$ cat src/verilog/pwr_seq_defines.svh
// Purpose: Offsets, field positions, reset values of the always-on power sequencer
// Assumes: Byte addresses on an 8-bit register port, 32-bit words
// Notes: Definitions only
//
// What this block does
// - Only power-on reset restores register contents
// - Bit 12 withholds core POR in deep/state_a
// - Bit 11 turns bandgap off in deep/state_a
// - Bit 10 selects quick wake; software sets it
// - Bit 8 selects retention regulator for RAM
// - Bit 6 bypasses external core supply detection
// - Bits 5:4 pick voltage range; 0b11 reserved
// - Bits 3:0 retain RAM banks through state_a
// - Pin toggle sets flag; write 1 clears
// - Flag, pin enable, global enable wake device
// - Pin enable lets flag raise interrupt, wake
// - Pin wake raises dedicated pin-wake interrupt
// - RAM power-off bit removes bank power
`ifndef PWR_SEQ_DEFINES_SVH
`define PWR_SEQ_DEFINES_SVH

`define CTRL_OFF 8'h00
`define FLAG_OFF 8'h04
`define WAKE_EN_OFF 8'h08
`define GLOBAL_WAKE_OFF 8'h0C
`define INT_STAT_OFF 8'h10
`define INT_MASK_OFF 8'h14
`define RAM_SHUTDOWN_OFF 8'h40

`define CTRL_RESET 32'h00001920
`define CTRL_WMASK 32'hFFFFFDFF
`define POR_BLOCK_BIT 12
`define BANDGAP_BIT 11
`define QUICK_WAKE_BIT 10
`define RET_REG_BIT 8
`define DET_BYPASS_BIT 6
`define VRANGE_LSB 4
`define VRANGE_RESERVED 2'h3
`define PIN_COUNT 14
`define BANK_COUNT 4
`define EVENT_COUNT 2
`define EV_TOGGLE_BIT 0
`define EV_ENABLED_BIT 1

`endif

$ cat src/verilog/pwr_seq_pkg.sv
// Purpose: Shared types of the power sequencer
// Assumes: Widths from the defines header
// Notes: No constants live here
`include "pwr_seq_defines.svh"
package pwr_seq_pkg;

	typedef enum logic [1:0] {
		PM_ACTIVE = 2'b00,
		PM_SLEEP = 2'b01,
		PM_DEEP = 2'b10,
		PM_STATE_A = 2'b11
	} power_mode_e;

	typedef struct packed {
		logic [31:0] ctrl;
		logic [31:0] wake_en;
		logic global_wake;
		logic [`BANK_COUNT-1:0] ram_off;
		logic [`EVENT_COUNT-1:0] int_stat;
		logic [`EVENT_COUNT-1:0] int_mask;
		logic [31:0] rdata;
		logic core_por_block;
		logic bandgap_off;
		logic quick_wake;
		logic retention_reg_on;
		logic supply_detect_bypass;
		logic [1:0] voltage_range;
		logic [`BANK_COUNT-1:0] ram_retain;
		logic pin_wake_irq;
		logic wake_request;
		logic irq;
	} ctrl_state_s;

endpackage

$ cat src/verilog/pin_wake_if.sv
// Purpose: Carries pin toggles, flag clears and flag state between modules
// Assumes: One clock domain
// Notes: Plain wires, no clocking
`timescale 1ns/1ps
interface pin_wake_if #(parameter int PINS = 14);
	logic [PINS-1:0] toggle;
	logic [PINS-1:0] clr;
	logic [PINS-1:0] flags;
	modport detector (output toggle);
	modport bank (input toggle, input clr, output flags);
	modport owner (input toggle, output clr, input flags);
endinterface

$ cat src/verilog/pin_toggle_detect.sv
// Purpose: Per-pin transition detection in either direction
// Assumes: Pin levels already synchronous to clk
// Notes: First sample after reset only primes the history
`timescale 1ns/1ps
module pin_toggle_detect #(parameter int PINS = 14) (
	input wire logic clk,
	input wire logic reset_n,
	input wire logic [PINS-1:0] pin_level,
	pin_wake_if.detector wk
);
	typedef struct packed {
		logic [PINS-1:0] prev;
		logic primed;
	} det_state_s;

	det_state_s q;
	det_state_s d;

	// Without priming, a pin high at reset release would fake a toggle
	genvar i;
	generate
		for (i = 0; i < PINS; i++) begin : g_pin
			assign wk.toggle[i] = q.primed & (pin_level[i] ^ q.prev[i]);
		end
	endgenerate

	always_comb begin
		d = q;
		d.prev = pin_level;
		d.primed = 1'b1;
	end

	always_ff @(posedge clk or negedge reset_n) begin
		if (!reset_n) begin
			q <= '0;
		end else begin
			q <= d;
		end
	end
endmodule

$ cat src/verilog/pwr_seq_ctrl.sv
// Purpose: Always-on power sequencer control and pin wake logic
// Assumes: reset_n is the power-on reset; register port strobes are one cycle
// Notes: Read data stand one cycle after the read strobe; unmapped reads give zero
`timescale 1ns/1ps
`include "pwr_seq_defines.svh"
module pwr_seq_ctrl (
	input wire logic clk,
	input wire logic reset_n,
	input wire logic [7:0] addr,
	input wire logic [31:0] wdata,
	input wire logic wr_en,
	input wire logic rd_en,
	output logic [31:0] rdata,
	input wire logic [`PIN_COUNT-1:0] pin_level,
	input wire logic [1:0] power_mode,
	output logic core_por_block,
	output logic bandgap_off,
	output logic quick_wake,
	output logic retention_reg_on,
	output logic supply_detect_bypass,
	output logic [1:0] voltage_range,
	output logic [`BANK_COUNT-1:0] ram_retain,
	output logic [`BANK_COUNT-1:0] ram_power_off,
	output logic pin_wake_irq,
	output logic wake_request,
	output logic irq
);
	pwr_seq_pkg::ctrl_state_s q;
	pwr_seq_pkg::ctrl_state_s d;
	pwr_seq_pkg::power_mode_e mode;

	pin_wake_if #(.PINS(`PIN_COUNT)) wk ();

	pin_toggle_detect #(.PINS(`PIN_COUNT)) u_detect (
		.clk(clk),
		.reset_n(reset_n),
		.pin_level(pin_level),
		.wk(wk.detector)
	);

	wake_flag_bank #(.PINS(`PIN_COUNT)) u_flags (
		.clk(clk),
		.reset_n(reset_n),
		.wk(wk.bank)
	);

	function automatic logic hit(input logic strobe, input logic [7:0] a, input logic [7:0] off);
		hit = strobe && (a == off);
	endfunction

	logic ctrl_wr;
	logic flag_wr;
	logic stat_rd;
	logic deep_or_state_a;
	logic deep_only;
	logic state_a_only;
	logic low_power;
	logic any_enabled;
	logic [`EVENT_COUNT-1:0] events;
	logic [31:0] ctrl_new;

	assign mode = pwr_seq_pkg::power_mode_e'(power_mode);
	assign ctrl_wr = hit(wr_en, addr, `CTRL_OFF);
	assign flag_wr = hit(wr_en, addr, `FLAG_OFF);
	assign stat_rd = hit(rd_en, addr, `INT_STAT_OFF);

	// Write 1 clears; the bank lets a same-cycle toggle win
	assign wk.clr = flag_wr ? wdata[`PIN_COUNT-1:0] : '0;

	always_comb begin
		deep_or_state_a = 1'b0;
		deep_only = 1'b0;
		state_a_only = 1'b0;
		low_power = 1'b1;
		case (mode)
			pwr_seq_pkg::PM_ACTIVE: begin
				low_power = 1'b0;
			end
			pwr_seq_pkg::PM_SLEEP: begin
				low_power = 1'b1;
			end
			pwr_seq_pkg::PM_DEEP: begin
				deep_or_state_a = 1'b1;
				deep_only = 1'b1;
			end
			pwr_seq_pkg::PM_STATE_A: begin
				deep_or_state_a = 1'b1;
				state_a_only = 1'b1;
			end
			default: begin
				low_power = 1'b0;
			end
		endcase
	end

	assign any_enabled = |(wk.flags & q.wake_en[`PIN_COUNT-1:0]);
	assign events[`EV_TOGGLE_BIT] = |wk.toggle;
	assign events[`EV_ENABLED_BIT] = |(wk.toggle & q.wake_en[`PIN_COUNT-1:0]);

	// Reserved voltage code is refused so the regulator never sees it
	always_comb begin
		ctrl_new = (q.ctrl & ~`CTRL_WMASK) | (wdata & `CTRL_WMASK);
		if (ctrl_new[`VRANGE_LSB+:2] == `VRANGE_RESERVED) begin
			ctrl_new[`VRANGE_LSB+:2] = q.ctrl[`VRANGE_LSB+:2];
		end
	end

	always_comb begin
		d = q;
		if (ctrl_wr) begin
			d.ctrl = ctrl_new;
		end
		if (hit(wr_en, addr, `WAKE_EN_OFF)) begin
			d.wake_en = wdata;
		end
		if (hit(wr_en, addr, `GLOBAL_WAKE_OFF)) begin
			d.global_wake = wdata[0];
		end
		if (hit(wr_en, addr, `RAM_SHUTDOWN_OFF)) begin
			d.ram_off = wdata[`BANK_COUNT-1:0];
		end
		if (hit(wr_en, addr, `INT_MASK_OFF)) begin
			d.int_mask = wdata[`EVENT_COUNT-1:0];
		end
		// Read clears, but an event in the same cycle survives
		d.int_stat = (stat_rd ? '0 : q.int_stat) | events;
		d.irq = |(d.int_stat & d.int_mask);

		d.rdata = '0;
		if (rd_en) begin
			case (addr)
				`CTRL_OFF: begin
					d.rdata = q.ctrl;
				end
				`FLAG_OFF: begin
					d.rdata = {{(32-`PIN_COUNT){1'b0}}, wk.flags};
				end
				`WAKE_EN_OFF: begin
					d.rdata = q.wake_en;
				end
				`GLOBAL_WAKE_OFF: begin
					d.rdata = {31'h0, q.global_wake};
				end
				`INT_STAT_OFF: begin
					d.rdata = {{(32-`EVENT_COUNT){1'b0}}, q.int_stat};
				end
				`INT_MASK_OFF: begin
					d.rdata = {{(32-`EVENT_COUNT){1'b0}}, q.int_mask};
				end
				`RAM_SHUTDOWN_OFF: begin
					d.rdata = {{(32-`BANK_COUNT){1'b0}}, q.ram_off};
				end
				default: begin
					d.rdata = '0;
				end
			endcase
		end

		// Outputs follow the stored control word, the present power mode and the enabled wake flags
		d.core_por_block = d.ctrl[`POR_BLOCK_BIT] & deep_or_state_a;
		d.bandgap_off = d.ctrl[`BANDGAP_BIT] & deep_or_state_a;
		d.quick_wake = d.ctrl[`QUICK_WAKE_BIT] & deep_only;
		d.retention_reg_on = d.ctrl[`RET_REG_BIT];
		d.supply_detect_bypass = d.ctrl[`DET_BYPASS_BIT];
		d.voltage_range = d.ctrl[`VRANGE_LSB+:2];
		d.ram_retain = d.ctrl[`BANK_COUNT-1:0] & {`BANK_COUNT{state_a_only}};
		d.pin_wake_irq = any_enabled;
		d.wake_request = any_enabled & q.global_wake & low_power;
	end

	// Only the power-on reset reaches this block; no other reset input exists
	always_ff @(posedge clk or negedge reset_n) begin
		if (!reset_n) begin
			q <= '0;
			q.ctrl <= `CTRL_RESET;
			q.retention_reg_on <= 1'b1;
			q.voltage_range <= 2'h2;
		end else begin
			q <= d;
		end
	end

	assign rdata = q.rdata;
	assign core_por_block = q.core_por_block;
	assign bandgap_off = q.bandgap_off;
	assign quick_wake = q.quick_wake;
	assign retention_reg_on = q.retention_reg_on;
	assign supply_detect_bypass = q.supply_detect_bypass;
	assign voltage_range = q.voltage_range;
	assign ram_retain = q.ram_retain;
	assign ram_power_off = q.ram_off;
	assign pin_wake_irq = q.pin_wake_irq;
	assign wake_request = q.wake_request;
	assign irq = q.irq;
endmodule

$ cat src/verilog/wake_flag_bank.sv
// Purpose: Sticky pin wake flags, cleared by writing 1
// Assumes: Clear is a one-cycle mask from the register port
// Notes: A toggle in the clear cycle wins
`timescale 1ns/1ps
module wake_flag_bank #(parameter int PINS = 14) (
	input wire logic clk,
	input wire logic reset_n,
	pin_wake_if.bank wk
);
	typedef struct packed {
		logic [PINS-1:0] flags;
	} flag_state_s;

	flag_state_s q;
	flag_state_s d;

	assign wk.flags = q.flags;

	always_comb begin
		d = q;
		d.flags = (q.flags & ~wk.clr) | wk.toggle;
	end

	// Power-on reset only: no other reset reaches these flags
	always_ff @(posedge clk or negedge reset_n) begin
		if (!reset_n) begin
			q <= '0;
		end else begin
			q <= d;
		end
	end
endmodule
$ cat config.mk
export PLATFORM = sky130hd
export DESIGN_NAME = pwr_seq_ctrl
export DESIGN_NICKNAME = d
export VERILOG_FILES = /design/src/verilog/pwr_seq_pkg.sv /design/src/verilog/pin_wake_if.sv /design/src/verilog/pin_toggle_detect.sv /design/src/verilog/pwr_seq_ctrl.sv /design/src/verilog/wake_flag_bank.sv
export VERILOG_INCLUDE_DIRS = /design/src /design/src/verilog
export SDC_FILE = /design/constraint.sdc
export NUM_CORES = 1
export LEC_CHECK = 0
export BUFFER_PORTS_ARGS = -buffer_cell sky130_fd_sc_hd__buf_2
export CORE_ASPECT_RATIO = 0.5
export CORE_MARGIN = 3
export CORE_UTILIZATION = 50
export DETAILED_ROUTE_END_ITERATION = 8
export PLACE_DENSITY = 0.75
export SETUP_SLACK_MARGIN = 0.3
export SLEW_MARGIN = 10
export SYNTH_ARGS = -nofsm -noshare
export SYNTH_HDL_FRONTEND = slang
export SYNTH_SLANG_ARGS = --single-unit
export TNS_END_PERCENT = 5
$ cat constraint.sdc
create_clock -name clk -period 1.6 [get_ports clk]
set_clock_uncertainty 0.15 [all_clocks]
set_input_delay 0.16 -clock clk [delete_from_list [all_inputs] [get_ports clk]]
set_output_delay 0.16 -clock clk [all_outputs]
set_load 0.05 [all_outputs]
# Word level (Yosys, flattened, before mapping)
# Index checks and enable logic that the tools add are counted.
# word_totals
reg_bits	148
in_bits	60
output_inout_bits	50
elab_cells	97
# op_classes
n_eq_ne	9
n_mux	11
n_bitwise	42
n_reduce_logical	14
# op_table
op	n
32-bit case mux with 7 select lines	1
14-bit bitwise AND	3
14-bit OR reduction	3
32-bit 2-to-1 mux	1
10-bit by 32-bit OR with 32-bit output	1
1-bit bitwise AND	19
8-bit by 4-bit equality test with 1-bit output (second input constant)	2
8-bit by 5-bit equality test with 1-bit output (second input constant)	2
14-bit 2-to-1 mux	1
14-bit inverter	1
14-bit OR	1
1-bit XOR	14
13-bit 2-to-1 mux	1
8-bit by 3-bit equality test with 1-bit output (second input constant)	1
8-bit by 7-bit equality test with 1-bit output (second input constant)	1
8-bit logical NOT	1
1-bit logical AND	7
2-bit equality test (second input constant)	3
2-bit 2-to-1 mux	3
4-bit bitwise AND	1
1-bit 2-to-1 mux	4
2-bit OR reduction	2
2-bit bitwise AND	1
2-bit logical NOT	1
2-bit OR	1

# Logic depth before layout (Yosys ltp)
# depth
word_depth	7
ltp_mapped	8
ltp_nobuf	6

# Cells and area by module
# From an unflattened synthesis, not the netlist that was laid out.
# unflattened
hier_cells	479
hier_area_um2	6284.8
# modules_own_cells
mod	n_inst	cells_each	area_each_um2	seq_area_each_um2
pwr_seq_ctrl	1	392	5171.2	2857.7
pin_toggle_detect	1	45	605.6	375.4
wake_flag_bank	1	42	508.0	350.3

# Worst setup path before layout
# No wires, ideal clock.
# synth_path
path_type	input port to flip-flop
from	in addr[5]
to	reg q[56] (netlist name)
setup_time_ns	0.125
t_arrival_ns	1.524
t_required_ns	1.325
slack_ns	-0.199
stages	7
path_buffers	1
cell_sequence	nor4_4 > nor3b_2 > nand2_1 > nor2_4 > nand2_2 > buf_6 > mux2_4
# synth_via
elab_chain_cells	2
# synth_rtl
item	line_no	rtl
from (decl)	pwr_seq_ctrl.sv:9	input wire logic [7:0] addr,
8-bit by 4-bit equality test with 1-bit output	pwr_seq_ctrl.sv:48	hit = strobe && (a == off);
1-bit logical AND	pwr_seq_ctrl.sv:48	
to (decl)	pwr_seq_ctrl.sv:28	pwr_seq_pkg::ctrl_state_s q;
# No other way between the ends.
# A chain may end at the register's enable or synchronous reset.

==> run summary <==
- ys async rst share: 100%
- leakage: 4.40 nW
- status: finished with violations
- total clock sinks: 143
- type of element capturing the critical path: flop
- DRC violation count after routing: 2
- sequential fraction of the synthesis area: 58.3%
- critical path arrival: 2.01 ns
- cell area power density: 964 nW/um^2
- buffers from clock root to sink, at most: 2
- highest routed layer: met4
- clock network latency to the later pin of the worst-skew pair: 0.42 ns
- final period demand of the worst path: 1.85 ns
- antenna violations before repair: 0
- vias in the first global route: 5096
- final routed wirelength across all metal layers: 17.8 mm
- I/O pin cnt: 110
- DRC violation total after the first TritonRoute iteration: 407
- Filler cells: 602
- final critical-path share of the clock period: 116%
- EDFF count, synth: 0
- Horiz. Die Dim: 163 um
- die area: 13700 sq um
- net count of the mapped netlist: 530
- Multi-input gate area: 2620 sq um
- RSZ-0062 raised after global routing: true
- YS warnings: 0
- Avg Inst Size Synth: 13.1 sq um
- Max Cap Violations: 0
- Routed wire per std cell: 21.6 um
- Internal Pwr Total: 0.00640 W
- area used by sequential logic in the layout: 3590 sq um
- met3 wire length: 1.18 mm
- final count of hold timing violations: 0
- GRT Resource Usage Total: 26.2%
- clock-pin slew on the worst setup and hold paths: 0.07 ns
- startpoint types: flop
- proportion of total power due to net switching: 26.6%
- starting utilization of the core area: 53.6%
- min setup slack post-route: -0.249 ns
- most used flip-flop cell after synthesis: dfrtp_1
- met1 WL: 7.55 mm
- Fmax: 541 MHz
- antenna diode count: 0
- number of placement rows: 27
- routed length on met2: 8.57 mm
- peak supply drop: 684 uV
- Routability Congestion: 0.825
- wire length of the first global-routing pass: 27.8 mm
- layout net count: 713
- Register-to-Register Path Depth: 5
- area post-placement: 7010 sq um
- post-placement worst setup slack: -0.374 ns
- sequential fraction of design power: 44.1%
- count of different cell masters after synthesis: 45
- clock tree from TritonCTS: built
- number of slew-limit violations in the final report: 0
- Detailed Routing Iterations Pass 1: 9
- root buffer cell: clkbuf_16
- type of the setup path with the least slack: reg -> reg
- number of setup violations in the final report: 2
- global route overflow: 0
- largest net degree at the start of global routing: 42
- Die Y-Extent: 84.4 um
- highest fanout seen on the critical path: 2
- cell count after synthesis: 470
- Req. time, crit path: 1.76 ns
- failing checks: design-rule violations, negative setup slack
- level count of the clock H-tree: 4
- IO Port Bufs: 109
- Area Growth Syn to Fin: 47.1%
- synthesis-stage register bit count: 143
- Combinational Power Share: 10.7%
- Detail Route Antenna Nets: 0
- clock network fraction of total power: 45.2%
- TritonCTS Buffers: 17
- Via-to-Cell Ratio: 5.72
- via count: 4719
- Final Cell Area: 9040 sq um
- fraction of final layout cells with drive strength greater than 1: 52.4%
- Hold/Removal Path Class: in -> async
- half-perimeter wire length after placement: 9.78 mm
- area of the core: 11500 sq um
- power dissipated by switching net loads: 0.00232 W
- post-synth design cell area: 6150 sq um
[layout make-up]
class / instances / area share (%)
Clock buffer: 17 / 4.70
Clock inverter: 15 / 1.69
Multi-Input combinational cell: 263 / 29.0
Sequential cell: 143 / 39.6
Tap cell: 159 / 2.20
Timing Repair Buffer: 228 / 22.8
[metal layers]
metal  track usage (%)  up-vias
met5                 0        -
met4              10.7        0
met3              6.41       53
met2              41.6      259
met1              34.7     2392
li1                  -     2015
[cell usage after synthesis (5+ instances only)]
cell type	count	area (sq um)
nand3_1	12	60.1
mux2_4	30	450
nand4_1	5	31.3
mux2_2	38	428
a21oi_1	6	30.0
a22oi_1	27	203
a22o_1	19	166
buf_2	7	35.0
xor2_1	14	123
clkbuf_1	12	45.0
buf_4	42	315
nand2_1	31	116
nor2_1	31	116
dfrtp_1	139	3480
a222oi_1	6	60.1
[sequential cells by signal, indices dropped and copies added (netlist names)]
name	flops
q	67
rdata	32
u_detect.q	15
u_flags.wk.flags	14
ram_power_off	4
ram_retain	4
bandgap_off	1
core_por_block	1
irq	1
pin_wake_irq	1
quick_wake	1
voltage_range	1
wake_request	1
[power groups by stage]
stage	combinational, W	sequential [W]	clock, W
finish	0.000929	0.00385	0.00394
global route	0.000985	0.00386	0.00415
detailed placement	0.000671	0.00388	0
CTS	0.000874	0.00383	0.00396
global placement	0.000658	0.00388	0
floorplan	0.000261	0.00392	0
[layout by cell type, fill, tap and decap left out, types with 3 or more instances in the layout]
master | netlist | final
xor2_1 | 14 | 8
dlygate4sd3_1 | 0 | 50
nand2_2 | 2 | 3
and3_1 | 4 | 4
a31oi_1 | 3 | 3
mux2_4 | 30 | 61
a22oi_1 | 27 | 8
a222oi_1 | 6 | 6
buf_6 | 3 | 49
a22o_1 | 19 | 19
inv_6 | 0 | 5
a22oi_2 | 0 | 19
buf_12 | 0 | 12
nand2_1 | 31 | 23
nor2b_4 | 0 | 4
nand4_1 | 5 | 5
mux2_2 | 38 | 8
a221oi_2 | 0 | 4
nand3_1 | 12 | 12
dfstp_2 | 4 | 4
a21oi_2 | 0 | 3
buf_4 | 42 | 58
clkbuf_16 | 0 | 17
nand2_4 | 0 | 6
xor2_2 | 0 | 6
clkinvlp_4 | 0 | 3
buf_8 | 0 | 4
buf_2 | 7 | 55
nor4_2 | 0 | 3
inv_8 | 0 | 3
dfrtp_1 | 139 | 137
nor2_1 | 31 | 29
[cells by family (layout without fill, tap and decap cells)]
logic type             Yosys count  after routing  synth area share [%]
AO/OA/AOI/OAI                   72             72                  9.28
XOR/XNOR                        15             15                  2.14
buffers and inverters           64            260                  6.98
flip-flops                     143            143                  58.3
multiplexers                    70             70                  14.6
other                            1              1                0.0610
AND/OR/NAND/NOR                105            105                  8.67
[critical path: stages (launching register included)]
cell     delay [ns]
dfrtp_1        0.42
xor2_2         0.19
nor4_2         0.31
nand4_1        0.19
a22o_1         0.28
a22o_1         0.21
[metrics by stage]
stage | util [%] | hold slack (ns) | power [W] | TNS, ns | instances
after floorplan | - | -0.286 | 0.00418 | -9.52 | 470
after global placement | 61.0 | -0.117 | 0.00454 | -27.77 | 728
after detailed placement | 61.0 | -0.113 | 0.00456 | -30.39 | 728
after CTS | 76.9 | 0.00124 | 0.00867 | -0.172 | 823
after global routing | 78.7 | 0.0309 | 0.00900 | -0.994 | 825
final | 78.7 | 0.00644 | 0.00872 | -0.289 | 825
[timing repair]
action,CTS,global route
setup endpoints to repair,163,172
setup buffers,13,2
hold buffers,50,0
pin swaps,77,14
cloned,0,0
endpoints found under the hold margin,250,0
resized for setup,172,48
[path summary, 6_finish.rpt]
check	startpoint	endpoint	slack, ns
setup reg to reg	u_detect.q[8]	irq	-0.25
hold reg to reg	q[100]	q[100]	0.38
min in group clk	wr_en	q[54]	0.08
max in group asynchronous	reset_n	q[81]	0.72
setup / recovery	u_detect.q[8]	irq	-0.25
hold / removal	reset_n	rdata[20]	0.006
Note: power is estimated with default switching activity, not from simulation.
